### config.mk
export PLATFORM = sky130hd
export DESIGN_NAME = pisf_event_flags
export DESIGN_NICKNAME = d
export VERILOG_FILES = /design/src/rtl/pisf_pkg.sv /design/src/rtl/pisf_event_flags.sv /design/src/rtl/pisf_mdio_slave.sv
export SDC_FILE = /design/constraint.sdc
export NUM_CORES = 1
export LEC_CHECK = 0
export BUFFER_PORTS_ARGS = -buffer_cell sky130_fd_sc_hd__buf_2
export CORE_MARGIN = 1.5
export CORE_UTILIZATION = 30
export CTS_CLUSTER_DIAMETER = 80
export CTS_CLUSTER_SIZE = 40
export DETAILED_ROUTE_END_ITERATION = 6
export GPL_TIMING_DRIVEN = 0
export SLEW_MARGIN = 40
export SYNTH_ARGS = -nofsm -noshare
export SYNTH_HDL_FRONTEND = slang
export SYNTH_SLANG_ARGS = --single-unit
### constraint.sdc
create_clock -name clk -period 2.2 [get_ports clk]
set_input_delay 0.22 -clock clk [delete_from_list [all_inputs] [get_ports clk]]
set_output_delay 0.22 -clock clk [all_outputs]
set_load 0.05 [all_outputs]
### src/rtl/pisf_pkg.sv
// constants and types shared by the event status flag block and its management slave
package pisf_pkg;
	// ----------------------------------------------------------------
	// register map on the management bus
	// ----------------------------------------------------------------
	localparam logic [4:0] ADDR_INT_CONTROL = 5'h11;
	localparam logic [4:0] ADDR_EVENT_STATUS = 5'h12;
	localparam int REG_WIDTH = 16;
	localparam int ADDR_WIDTH = 5;

	// ----------------------------------------------------------------
	// event sources, index into pending and enable vectors
	// ----------------------------------------------------------------
	localparam int NUM_SRC = 7;
	localparam int SRC_COUNTER = 0;
	localparam int SRC_AUTONEG = 1;
	localparam int SRC_DUPLEX_OR_TIME = 2;
	localparam int SRC_SPEED = 3;
	localparam int SRC_LINK = 4;
	localparam int SRC_ENERGY = 5;
	localparam int SRC_LINK_QUALITY = 6;
	localparam int FLAG_LSB = 9;
	localparam int ENABLE_LSB = 1;
	localparam logic [NUM_SRC-1:0] FLAG_RESET = 7'h00;
	localparam logic [NUM_SRC-1:0] ENABLE_RESET = 7'h00;

	// ----------------------------------------------------------------
	// interrupt control register fields
	// ----------------------------------------------------------------
	localparam int CTL_WIDTH = 4;
	localparam int CTL_OUTPUT_EN = 0;
	localparam int CTL_GLOBAL_EN = 1;
	localparam int CTL_TEST_INT = 2;
	localparam int CTL_REMAP = 3;
	localparam logic [CTL_WIDTH-1:0] CTL_RESET = 4'h0;
	localparam logic [1:0] FRAME_MODE_PLAIN = 2'h0;

	// ----------------------------------------------------------------
	// management frame layout
	// ----------------------------------------------------------------
	localparam logic [1:0] OP_READ = 2'h2;
	localparam logic [1:0] OP_WRITE = 2'h1;
	localparam logic [5:0] PREAMBLE_ONES = 6'h20;
	localparam logic [5:0] HDR_LAST = 6'h0b;
	localparam logic [5:0] DATA_LAST = 6'h0f;
	localparam int HDR_BITS = 12;

	typedef enum {
		MS_PREAMBLE,
		MS_START,
		MS_HEADER,
		MS_TURN1,
		MS_TURN2,
		MS_DATA
	} pisf_mdio_state_t;
endpackage

### src/rtl/pisf_event_flags.sv
// sticky event status flags, their enables, the interrupt control register and the shared pin
`timescale 1ns/1ns
// Contract
// - a source's pending flag sets whenever its event occurred since the last status read
// - with its enable set, a pending source raises the interrupt
// - the interrupt also needs the control register to allow it
// - flags set on events regardless of their enable bits
// - bit 15 holds link quality pending, resets 0, read-only, clears on read
// - bit 14 holds energy detect pending, resets 0, clears on read
// - bit 13 holds link status change pending, resets 0, clears on read
// - bit 12 is speed change, or speed-or-duplex change when remapped; clears on read
// - without remap, bit 11 holds duplex change pending, clears on read
// - with remap, bit 11 is time event; rearms only once time status is empty
// - bit 10 holds autonegotiation done pending, resets 0, clears on read
// - frame mode zero: bit 9 is false carrier counter half-full, clears on read
// - frame mode nonzero: bit 9 is either counter half-full, clears on read
// - event interrupts reach the pin only while global enable is 1
// - output enable 1 makes the shared pin the interrupt; 0 keeps power-down input
// - remap select picks the bit 11 and bit 12 source mappings
module pisf_event_flags #(
	parameter logic [4:0] PHY_ADDR = 5'h01
) (
	input wire logic clk,
	input wire logic sys_rst,
	// management pins, both asynchronous to clk
	input wire logic mdc,
	input wire logic mdio_in,
	output logic mdio_out,
	output logic mdio_oe,
	// event pulses, one clock wide, from the same clock
	input wire logic link_quality_event,
	input wire logic energy_detect_event,
	input wire logic link_change_event,
	input wire logic speed_change_event,
	input wire logic duplex_change_event,
	input wire logic time_event,
	input wire logic autoneg_done_event,
	input wire logic false_carrier_halffull_event,
	input wire logic rx_error_halffull_event,
	// levels from neighbouring registers
	input wire logic time_status_empty,
	input wire logic [1:0] frame_mode,
	// shared pin, active low both ways; the input is asynchronous
	input wire logic powerdown_or_irq_pin_in,
	output logic powerdown_or_irq_pin_out,
	output logic powerdown_or_irq_pin_oe,
	output logic powerdown_req
);
	import pisf_pkg::*;

	// ----------------------------------------------------------------
	// address decode
	// ----------------------------------------------------------------
	// one compare shared by the read clear and both write paths
	function automatic logic addr_hit(input logic [ADDR_WIDTH-1:0] a,
		input logic [ADDR_WIDTH-1:0] t);
		addr_hit = (a == t);
	endfunction

	// ----------------------------------------------------------------
	// management access
	// ----------------------------------------------------------------
	logic [ADDR_WIDTH-1:0] reg_addr;
	logic rd_strobe, wr_strobe;
	logic [REG_WIDTH-1:0] rd_data, wr_data;

	pisf_mdio_slave #(
		.PHY_ADDR(PHY_ADDR)
	) u_mdio (
		.clk(clk),
		.sys_rst(sys_rst),
		.mdc(mdc),
		.mdio_in(mdio_in),
		.mdio_out(mdio_out),
		.mdio_oe(mdio_oe),
		.reg_addr(reg_addr),
		.rd_strobe(rd_strobe),
		.rd_data(rd_data),
		.wr_strobe(wr_strobe),
		.wr_data(wr_data)
	);

	// ----------------------------------------------------------------
	// state
	// ----------------------------------------------------------------
	logic [NUM_SRC-1:0] pending, next_pending;
	logic [NUM_SRC-1:0] enable, next_enable;
	logic [CTL_WIDTH-1:0] ctl, next_ctl;
	logic time_armed, next_time_armed;
	logic pin_s1, pin_s2;
	logic pin_out, next_pin_out;
	logic pd_req, next_pd_req;
	// mapped sources and the decoded interrupt terms
	logic [NUM_SRC-1:0] src;
	logic remap, clear_now, irq, event_irq, test_irq;
	logic hit_status, hit_control;

	assign remap = ctl[CTL_REMAP];

	// event sources as mapped by remap select and frame mode
	always_comb begin
		src = '0;
		src[SRC_LINK_QUALITY] = link_quality_event;
		src[SRC_ENERGY] = energy_detect_event;
		src[SRC_LINK] = link_change_event;
		src[SRC_SPEED] = remap ? (speed_change_event | duplex_change_event) : speed_change_event;
		// time events only count while armed, so a burst yields one flag
		src[SRC_DUPLEX_OR_TIME] = remap ? (time_event & time_armed) : duplex_change_event;
		src[SRC_AUTONEG] = autoneg_done_event;
		if (frame_mode == FRAME_MODE_PLAIN) begin
			src[SRC_COUNTER] = false_carrier_halffull_event;
		end else begin
			src[SRC_COUNTER] = false_carrier_halffull_event | rx_error_halffull_event;
		end
	end

	// read data mux; reserved bits and unmapped addresses read as zero
	always_comb begin
		rd_data = '0;
		case (reg_addr)
			ADDR_EVENT_STATUS: begin
				rd_data[FLAG_LSB +: NUM_SRC] = pending;
				rd_data[ENABLE_LSB +: NUM_SRC] = enable;
			end
			ADDR_INT_CONTROL: begin
				rd_data[CTL_WIDTH-1:0] = ctl;
			end
			default: begin
				rd_data = '0;
			end
		endcase
	end

	// register selects; the read mux keeps its own case on the same address
	assign hit_status = addr_hit(reg_addr, ADDR_EVENT_STATUS);
	assign hit_control = addr_hit(reg_addr, ADDR_INT_CONTROL);
	assign clear_now = rd_strobe && hit_status;

	// ----------------------------------------------------------------
	// flags, enables and control
	// ----------------------------------------------------------------
	// clear drops only what this read returned, and a same-cycle event still sets
	always_comb begin
		next_pending = (clear_now ? FLAG_RESET : pending) | src;
		next_enable = enable;
		next_ctl = ctl;
		if (wr_strobe && hit_status) begin
			next_enable = wr_data[ENABLE_LSB +: NUM_SRC]; // flag bits of the word are dropped
		end
		if (wr_strobe && hit_control) begin
			next_ctl = wr_data[CTL_WIDTH-1:0];
		end
	end

	// flag, enable and control registers
	always_ff @(posedge clk or posedge sys_rst) begin
		if (sys_rst) begin
			pending <= FLAG_RESET;
			enable <= ENABLE_RESET;
			ctl <= CTL_RESET;
		end else begin
			pending <= next_pending;
			enable <= next_enable;
			ctl <= next_ctl;
		end
	end

	// ----------------------------------------------------------------
	// time event arming
	// ----------------------------------------------------------------
	// disarm on the event that flags, rearm once the status queue drains
	// a host that never drains the status queue never sees a second time flag
	always_comb begin
		if (time_armed) begin
			next_time_armed = ~(remap & time_event);
		end else begin
			next_time_armed = time_status_empty;
		end
	end

	// arm register; armed out of reset so the first time event with remap set always flags
	always_ff @(posedge clk or posedge sys_rst) begin
		if (sys_rst) begin
			time_armed <= 1'b1;
		end else begin
			time_armed <= next_time_armed;
		end
	end

	// ----------------------------------------------------------------
	// shared power-down / interrupt pin
	// ----------------------------------------------------------------
	// event path: any enabled pending flag, and only while globally enabled
	assign event_irq = ctl[CTL_GLOBAL_EN] & (|(pending & enable));
	// test interrupt bypasses the event gating, but still needs the output enabled
	assign test_irq = ctl[CTL_TEST_INT];
	assign irq = event_irq | test_irq;

	// pin is active low in both directions
	always_comb begin
		next_pin_out = ~(irq & ctl[CTL_OUTPUT_EN]);
		next_pd_req = ~ctl[CTL_OUTPUT_EN] & ~pin_s2;
	end

	// pin synchroniser and registered pin outputs
	always_ff @(posedge clk or posedge sys_rst) begin
		if (sys_rst) begin
			pin_s1 <= 1'b1;
			pin_s2 <= 1'b1;
			pin_out <= 1'b1;
			pd_req <= 1'b0;
		end else begin
			pin_s1 <= powerdown_or_irq_pin_in;
			pin_s2 <= pin_s1;
			pin_out <= next_pin_out;
			pd_req <= next_pd_req;
		end
	end

	assign powerdown_or_irq_pin_out = pin_out;
	assign powerdown_or_irq_pin_oe = ctl[CTL_OUTPUT_EN];
	assign powerdown_req = pd_req;
endmodule

### src/rtl/pisf_mdio_slave.sv
// serial management frame slave: samples the management clock and moves register words
`timescale 1ns/1ns
module pisf_mdio_slave #(
	parameter logic [4:0] PHY_ADDR = 5'h01
) (
	input wire logic clk,
	input wire logic sys_rst,
	input wire logic mdc,
	input wire logic mdio_in,
	output logic mdio_out,
	output logic mdio_oe,
	output logic [pisf_pkg::ADDR_WIDTH-1:0] reg_addr,
	output logic rd_strobe,
	input wire logic [pisf_pkg::REG_WIDTH-1:0] rd_data,
	output logic wr_strobe,
	output logic [pisf_pkg::REG_WIDTH-1:0] wr_data
);
	import pisf_pkg::*;

	// header decode shared by the read and write paths; a foreign phy address never matches
	function automatic logic hdr_is(input logic [HDR_BITS-1:0] h, input logic [1:0] op);
		hdr_is = (h[HDR_BITS-1 -: 2] == op) && (h[ADDR_WIDTH +: ADDR_WIDTH] == PHY_ADDR);
	endfunction

	// ----------------------------------------------------------------
	// pin synchronisers
	// ----------------------------------------------------------------
	logic mdc_s1, mdc_s2, mdc_s3, mdio_s1, mdio_s2;
	logic rise, bit_in;

	// two stages per pin; third mdc stage only feeds the edge finder
	always_ff @(posedge clk or posedge sys_rst) begin
		if (sys_rst) begin
			mdc_s1 <= 1'b0;
			mdc_s2 <= 1'b0;
			mdc_s3 <= 1'b0;
			mdio_s1 <= 1'b1;
			mdio_s2 <= 1'b1;
		end else begin
			mdc_s1 <= mdc;
			mdc_s2 <= mdc_s1;
			mdc_s3 <= mdc_s2;
			mdio_s1 <= mdio_in;
			mdio_s2 <= mdio_s1;
		end
	end

	assign rise = mdc_s2 & ~mdc_s3;
	assign bit_in = mdio_s2;

	// ----------------------------------------------------------------
	// frame sequencer
	// ----------------------------------------------------------------
	pisf_mdio_state_t state, next_state;
	logic [5:0] cnt, next_cnt;
	logic [HDR_BITS-1:0] hdr, next_hdr;
	logic [REG_WIDTH-1:0] sh, next_sh;
	logic is_rd, next_is_rd, is_wr, next_is_wr;
	logic out, next_out, oe, next_oe, wr_pend, next_wr_pend;

	// one step per rising management clock; host samples on that edge, so we drive after it
	always_comb begin
		next_state = state;
		next_cnt = cnt;
		next_hdr = hdr;
		next_sh = sh;
		next_is_rd = is_rd;
		next_is_wr = is_wr;
		next_out = out;
		next_oe = oe;
		next_wr_pend = 1'b0;
		rd_strobe = 1'b0;
		if (rise) begin
			case (state)
				MS_PREAMBLE: begin
					if (bit_in) begin
						if (cnt != PREAMBLE_ONES) next_cnt = cnt + 6'h01;
					end else begin
						if (cnt == PREAMBLE_ONES) next_state = MS_START;
						next_cnt = 6'h00;
					end
				end
				MS_START: begin
					next_state = bit_in ? MS_HEADER : MS_PREAMBLE;
					next_cnt = 6'h00;
				end
				MS_HEADER: begin
					next_hdr = {hdr[HDR_BITS-2:0], bit_in};
					next_cnt = cnt + 6'h01;
					if (cnt == HDR_LAST) begin
						next_is_rd = hdr_is(next_hdr, OP_READ);
						next_is_wr = hdr_is(next_hdr, OP_WRITE);
						next_state = MS_TURN1;
					end
				end
				MS_TURN1: begin
					// word is snapshotted here, the same cycle its read-clear happens
					if (is_rd) begin
						rd_strobe = 1'b1;
						next_sh = rd_data;
						next_oe = 1'b1;
						next_out = 1'b0;
					end
					next_state = MS_TURN2;
				end
				MS_TURN2: begin
					if (is_rd) begin
						next_out = sh[REG_WIDTH-1];
						next_sh = {sh[REG_WIDTH-2:0], 1'b0};
					end
					next_cnt = 6'h00;
					next_state = MS_DATA;
				end
				MS_DATA: begin
					next_cnt = cnt + 6'h01;
					if (is_rd) begin
						next_out = sh[REG_WIDTH-1];
						next_sh = {sh[REG_WIDTH-2:0], 1'b0};
					end else begin
						next_sh = {sh[REG_WIDTH-2:0], bit_in};
					end
					if (cnt == DATA_LAST) begin
						next_oe = 1'b0;
						next_out = 1'b0;
						next_wr_pend = is_wr;
						next_cnt = 6'h00;
						next_state = MS_PREAMBLE;
					end
				end
				default: begin
					next_state = MS_PREAMBLE;
					next_cnt = 6'h00;
				end
			endcase
		end
	end

	// sequencer registers
	always_ff @(posedge clk or posedge sys_rst) begin
		if (sys_rst) begin
			state <= MS_PREAMBLE;
			cnt <= 6'h00;
			hdr <= '0;
			sh <= '0;
			is_rd <= 1'b0;
			is_wr <= 1'b0;
			out <= 1'b0;
			oe <= 1'b0;
			wr_pend <= 1'b0;
		end else begin
			state <= next_state;
			cnt <= next_cnt;
			hdr <= next_hdr;
			sh <= next_sh;
			is_rd <= next_is_rd;
			is_wr <= next_is_wr;
			out <= next_out;
			oe <= next_oe;
			wr_pend <= next_wr_pend;
		end
	end

	assign mdio_out = out;
	assign mdio_oe = oe;
	assign reg_addr = hdr[ADDR_WIDTH-1:0];
	assign wr_strobe = wr_pend;
	assign wr_data = sh;
endmodule

==> flow_summary.yaml, run 1 <==
floorplan:
  rows: 37
  die_h_um: 107
  die_area_um2: 11400
  die_x_um: 107
  initial_core_util_pct: 31.1
  core_area_um2: 10400
  ios: 22
clocking:
  cts.clk_slew.worst_paths_ns: 0.08
  cts_sinks: 69
  clock_path_buffers: 2
  clock-root-buffer: "clkbuf_8"
  cts_htree_levels: 3
  cts_tree: "yes"
  cts_buffers: 9
  clk_latency_ns: 0.35
  post_cts.repair.setup_buffers: 0
global_routing:
  grt_max_degree: 44
  grt_overflow: 0
  grt_pass1_vias: 2241
  antenna_found_initial: 0
  track_usage_pct: 12.6
  grt_pass1_wl_um: 11000
final_layout:
  multi_input_area_um2: 1380
  layout.nets: 337
  fin_area_um2: 3780
  insertedDiodeCount: 0
  seqCellArea_um2: 1730
  final_common_cell: "dfrtp_1"
  synthToLayoutAreaGrowth_pct: 16.6
  fill_cells: 1045
  mostFrequentLayoutCells: "dfrtp_1 (63), mux2_2 (30), nand2_1 (29), buf_2 (27), o21ai_0 (16)"
  drive_gt1_share_pct: 29.4
routing:
  firstDrtPassIters: 5
  wl_per_cell_um: 14.7
  viasPerCell: 5.01
  wirelength_um: 6730
  drt_iter0_markers: 184
  drc: 0
  ant_nets: 0
  via_count: 2300
worst_hold_path:
  min_path_type: "in -> reg"
  hold_start: "link_change_event"
  whs_path_depth: 2
  holdPathEnd: "pending[4]"
synthesis:
  synth-edff-count: 0
  ys.flop_type: "dfrtp_1"
  syn_nets: 300
  netlist_instances: 281
  yosysSeqAreaShare_pct: 53.5
  postSynthAreaPerCell_um2: 11.5
  synthArstFlopShare_pct: 100
  yosys_warnings: 0
  ys_ff_latch: 69
  syn_area_um2: 3240
  synth.distinct_cells: 57
worst_setup_path:
  max_stage_delay_ns: 0.39
  r2r_start: "u_mdio.state[2]"
  worstSetupPathType: "reg -> reg"
  crit_chain: "buf_2 -> nand3b_4 -> a21o_1 -> a21oi_2 -> buf_4 -> mux2_2"
  cpMaxStageDelayCell: "dfrtp_1"
  cp.required_ns: 2.43
  critPathBufInv: 2
  r2r_setup_slack_ns: 0.11
  crit_fanout: 10
  r2r-end: "u_mdio.wr_data[7]"
  worstRegToRegCells: 6
  path_delay_family: "compound AO/OA/AOI/OAI gates"
  start_kind: "register"
  worstSetupEndpointType: "register"
  arrival_ns: 2.32
timing:
  max_slew_margin_pct: 61.1
  setup_viol_count_final: 0
  hold_viol: 0
  fin_skew_ns: 0.0116
  worst_hold_slack_ns: 0.0481
  timing.fmax_ghz: 0.478
  rsz0062_at_grt: "false"
  tns_ns: 0
  worst_pin_slew_ns: 0.584
  fin_crit_ns: 2.09
  finalCritPeriodShare_pct: 95.2
  slew_violations: 0
job:
  max-cap-violations: 0
placement:
  gp_congestion: 0.811
  hpwlAfterDp_um: 4640
  dpl_cell_area_um2: 3540
  numPortBuffers: 21
power_and_ir_drop:
  p_leak_uw: 0.00171
  finalPower_uw: 2560
  powerDensity_nw_per_um2: 679
  ir_drop_uv: 245
status:
  status: "completed"
-- worst max-delay path by stage --
stage                         to  slack (ns)             from  depth (start not counted)
2_1_floorplan             ctl[0]        0.25          sys_rst                          1
3_3_place_gp       u_mdio.cnt[3]       -0.62          sys_rst                          2
3_5_place_dp     u_mdio.state[2]        0.06    u_mdio.cnt[0]                          5
4_1_cts          u_mdio.state[2]        0.02    u_mdio.cnt[0]                          5
5_1_grt        u_mdio.wr_data[7]        0.01  u_mdio.state[2]                          6
6_report       u_mdio.wr_data[7]        0.11  u_mdio.state[2]                          6
-- area by class of cell --
type	instances	share of cell area, %
Multi-Input combinational cell	184	36.6
Buffer	14	1.99
Clock inverter	4	1.26
Inverter	14	1.52
Timing Repair Buffer	26	4.37
Sequential cell	69	45.9
Clock buffer	12	3.84
Tap cell	136	4.50
-- routing by layer --
layer	up-vias	wire (um)	track usage [%]
met4	0	121	6.76
met2	50	3120	18.9
met5	-	0	0
met1	1132	3210	16.7
li1	1108	-	-
met3	10	273	3.10
-- cell families after synthesis --
family,count (synthesis),share of synthesized area [%]
AND/OR/NAND/NOR,75,14.3
AO/OA/AOI/OAI,69,14.6
flip-flops,69,53.5
multiplexers,38,12.9
buffers and inverters,28,3.94
adder cells (fa/ha/maj),2,0.772
-- sequential cells by signal, indices dropped and copies added (netlist names), 3 cells and up --
register,flops
u_mdio.wr_data,16
u_mdio.hdr,11
enable,7
pending,7
u_mdio.cnt,6
ctl,4
u_mdio.state,3
-- worst reg2reg max path: cells and delay by family, from the launching register on --
kind                   cells  cell delay (ns)
AO/OA/AOI/OAI              2             0.59
buffers and inverters      2             0.47
flip-flops                 1             0.39
multiplexers               1             0.35
AND/OR/NAND/NOR            1             0.19
-- per-stage QoR --
stage / utilization [%] / cells / setup WS [ns]
floorplan: - / 281 / 0.250
global placement: 33.7 / 438 / -0.619
detailed placement: 34.0 / 439 / 0.0575
CTS: 36.2 / 459 / 0.0198
global route: 36.3 / 459 / 0.0146
finish: 36.3 / 459 / 0.107
-- synthesized netlist by cell type (all sizes together) (2+ instances only) --
master	instances	area share [%]
a211o	3	0.81
a21o	6	1.4
a21oi	6	1.0
a221o	2	0.62
a221oi	4	1.1
a22o	2	0.54
a22oi	2	0.46
a31oi	3	0.58
and2	2	0.39
buf	9	1.7
clkbuf	5	0.58
dfrtp	63	49
dfstp	6	4.9
ha	2	0.77
inv	14	1.6
mux2	31	11
mux2i	7	2.2
nand2	31	3.7
nand2b	3	0.58
nand3	5	0.77
nand3b	3	1.1
nand4b	3	0.81
nor2	5	0.58
nor2b	2	0.39
nor3	4	0.97
nor3b	4	1.6
nor4	3	0.58
o21ai	24	3.7
o22ai	2	0.39
o32ai	3	0.81
o41ai	3	0.81
or2	2	0.39
or3b	2	0.70
-- where the power goes --
group | switching (uW) | internal [uW]
Combinational | 110 | 83.8
Sequential | 35.4 | 1300
Clock | 479 | 552
Total | 624 | 1940
-- what timing repair did --
item                                   CTS  global route
hold buffers                             4             0
gates resized for setup                  0             1
setup endpoints to repair                0             5
endpoints found under the hold margin   25             0
Note: power is estimated with default switching activity, not from simulation.
==> run 2, diff against run 1 <==
--- a/config.mk
+++ b/config.mk
@@ -6,8 +6,9 @@
 export NUM_CORES = 1
 export LEC_CHECK = 0
 export BUFFER_PORTS_ARGS = -buffer_cell sky130_fd_sc_hd__buf_2
+export CORE_ASPECT_RATIO = 0.9
 export CORE_MARGIN = 1.5
-export CORE_UTILIZATION = 30
+export CORE_UTILIZATION = 46
 export CTS_CLUSTER_DIAMETER = 80
 export CTS_CLUSTER_SIZE = 40
 export DETAILED_ROUTE_END_ITERATION = 6
==> constraint.sdc (replaced) <==
create_clock -name clk -period 2.2 [get_ports clk]
set_input_delay 0.44 -clock clk [delete_from_list [all_inputs] [get_ports clk]]
set_output_delay 0.44 -clock clk [all_outputs]
set_load 0.05 [all_outputs]
==> flow_summary.yaml, run 2 (synthesized netlist as in run 1, its figures left out) <==
placement:
  gp_congestion: 0.784
  hpwlAfterDp_um: 4550
  numPortBuffers: 21
routing:
  wl_per_cell_um: 16.0
  wirelength_um: 6530
  ant_nets: 0
  met2WireLength_um: 2940
  met1_length_um: 3230
  firstDrtPassIters: 4
  drc: 0
  via_count: 2276
  viasPerCell: 5.56
  wl_met3_um: 310
  drt_iter0_markers: 119
  top_layer: "met4"
floorplan:
  core_area_um2: 6690
  die_area_um2: 7560
  rows: 28
  ios: 22
  die_x_um: 91.5
  die_h_um: 82.6
  initial_core_util_pct: 48.4
worst_setup_path:
  cpMaxStageDelayCell: "dfrtp_1"
  crit_chain: "buf_2 -> nand3b_4 -> a21o_1 -> a21oi_2 -> buf_4 -> mux2_2"
  worstSetupPathType: "reg -> reg"
  path_delay_family: "compound AO/OA/AOI/OAI gates"
  worstSetupEndpointType: "register"
  crit_fanout: 10
  cp.depth: 6
  critPathBufInv: 2
  arrival_ns: 2.29
  start_kind: "register"
  worstRegToRegCells: 6
  max_stage_delay_ns: 0.37
  cp.required_ns: 2.43
power_and_ir_drop:
  p_switching_uw: 643
  power_frac_comb_pct: 7.7
  finalPower_uw: 2440
  clkPwrFrac_pct: 37.5
  seqPwrFrac_pct: 54.8
  powerDensity_nw_per_um2: 666
  ir_drop_uv: 331
  p_int_uw: 1800
  p_leak_uw: 0.00168
  switching_share_pct: 26.3
final_layout:
  layout.nets: 333
  multi_input_area_um2: 1380
  drive_gt1_share_pct: 30.1
  final_common_cell: "dfrtp_1"
  fill_cells: 590
  insertedDiodeCount: 0
  synthToLayoutAreaGrowth_pct: 13.3
  seqCellArea_um2: 1730
  mostFrequentLayoutCells: "dfrtp_1 (63), mux2_2 (30), nand2_1 (29), buf_2 (27), o21ai_0 (16)"
  largest_reg_flops: 16
global_routing:
  track_usage_pct: 18.9
  antenna_found_initial: 0
  grt_pass1_wl_um: 10800
  grt_pass1_vias: 2125
  grt_overflow: 0
  grt_max_degree: 50
clocking:
  cts.clk_slew.worst_paths_ns: 0.08
  cts_buffers: 9
  cts_tree: "yes"
  cts_sinks: 69
  cts_htree_levels: 3
  ctsHoldBuffers: 0
  clock_path_buffers: 2
  clock-root-buffer: "clkbuf_8"
  clk_latency_ns: 0.35
timing:
  tns_ns: 0
  setup_viol_count_final: 0
  hold_viol: 0
  worst_pin_slew_ns: 0.546
  fin_crit_ns: 2.06
  fin_skew_ns: 0.0139
  slew_violations: 0
  max_slew_margin_pct: 63.6
  finalCritPeriodShare_pct: 93.5
  rsz0062_at_grt: "false"
  timing.fmax_ghz: 0.486
job:
  max-cap-violations: 0
worst_hold_path:
  min_path_type: "in -> async"
status:
  status: "completed"
==> run 2: cell count changes in the layout (fill, tap and decap cells not counted) <==
cell | previous run | this run
dlygate4sd3_1 | 4 | 0
clkinv_4 | 0 | 3
buf_12 | 1 | 0
buf_16 | 0 | 1
bufinv_16 | 1 | 0
clkbuf_1 | 7 | 6
clkbuf_8 | 10 | 9
clkinv_2 | 2 | 1
inv_6 | 1 | 2
==> run 2: worst register-to-register path: cells and delay by family (launching register included) <==
family | cells | cell delay [ns]
and+or+nand+nor | 1 | 0.19
buffers and inverters | 2 | 0.47
muxes | 1 | 0.35
AOI/OAI and AO/OA | 2 | 0.57
DFF | 1 | 0.37
==> run 2: area by class of cell <==
cell class	count	share of cell area, %
Sequential cell	69	47.3
Tap cell	90	3.07
Multi-Input combinational cell	184	37.7
Inverter	14	1.57
Timing Repair Buffer	22	3.61
Clock inverter	6	1.30
Buffer	14	2.05
Clock buffer	10	3.48
==> run 2: worst paths after layout <==
path                       slack, ns                     from                 to
max in group asynchronous       1.64                  sys_rst     u_mdio.mdio_s1
min in group clk                0.18  powerdown_or_irq_pin_in             pin_s1
setup / recovery                0.14          u_mdio.state[2]  u_mdio.wr_data[6]
setup reg to reg                0.14          u_mdio.state[2]  u_mdio.wr_data[6]
hold reg to reg                 0.35            u_mdio.mdc_s1      u_mdio.mdc_s2
hold / removal                  0.02                  sys_rst             ctl[0]
==> run 2: stage by stage <==
step           util [%]  worst slack (ns)  hold WS, ns  area (um2)  cells
2_1_floorplan         -            0.0301        0.331        3240    281
3_3_place_gp       51.7            -0.857        0.334        3460    392
3_5_place_dp       52.2            0.0621        0.335        3490    393
4_1_cts            54.8            0.0420      0.00731        3660    409
5_1_grt            54.8            0.0300       0.0159        3670    409
6_report           54.8             0.143       0.0189        3670    409
==> run 2: layer usage <==
layer  GRT usage (%)  vias up
met4            6.41        0
met1            27.4     1120
met3            5.77        4
met2            26.8       56
met5               0        -
li1                -     1096
==> run 2: timing repair <==
item                                    4_1_cts  5_1_grt
buffers inserted                              0        0
gates resized for setup                       0        1
endpoints found under the setup margin        0        3
==> run 2: power by group through the flow <==
stage                     Sequential, uW  Combinational (uW)  Clock (uW)
final                               1340                 189         915
after global routing                1340                 213        1010
after CTS                           1340                 190         945
after detailed placement            1360                 190           0
after global placement              1360                 178           0
after floorplan                     1360                 133           0
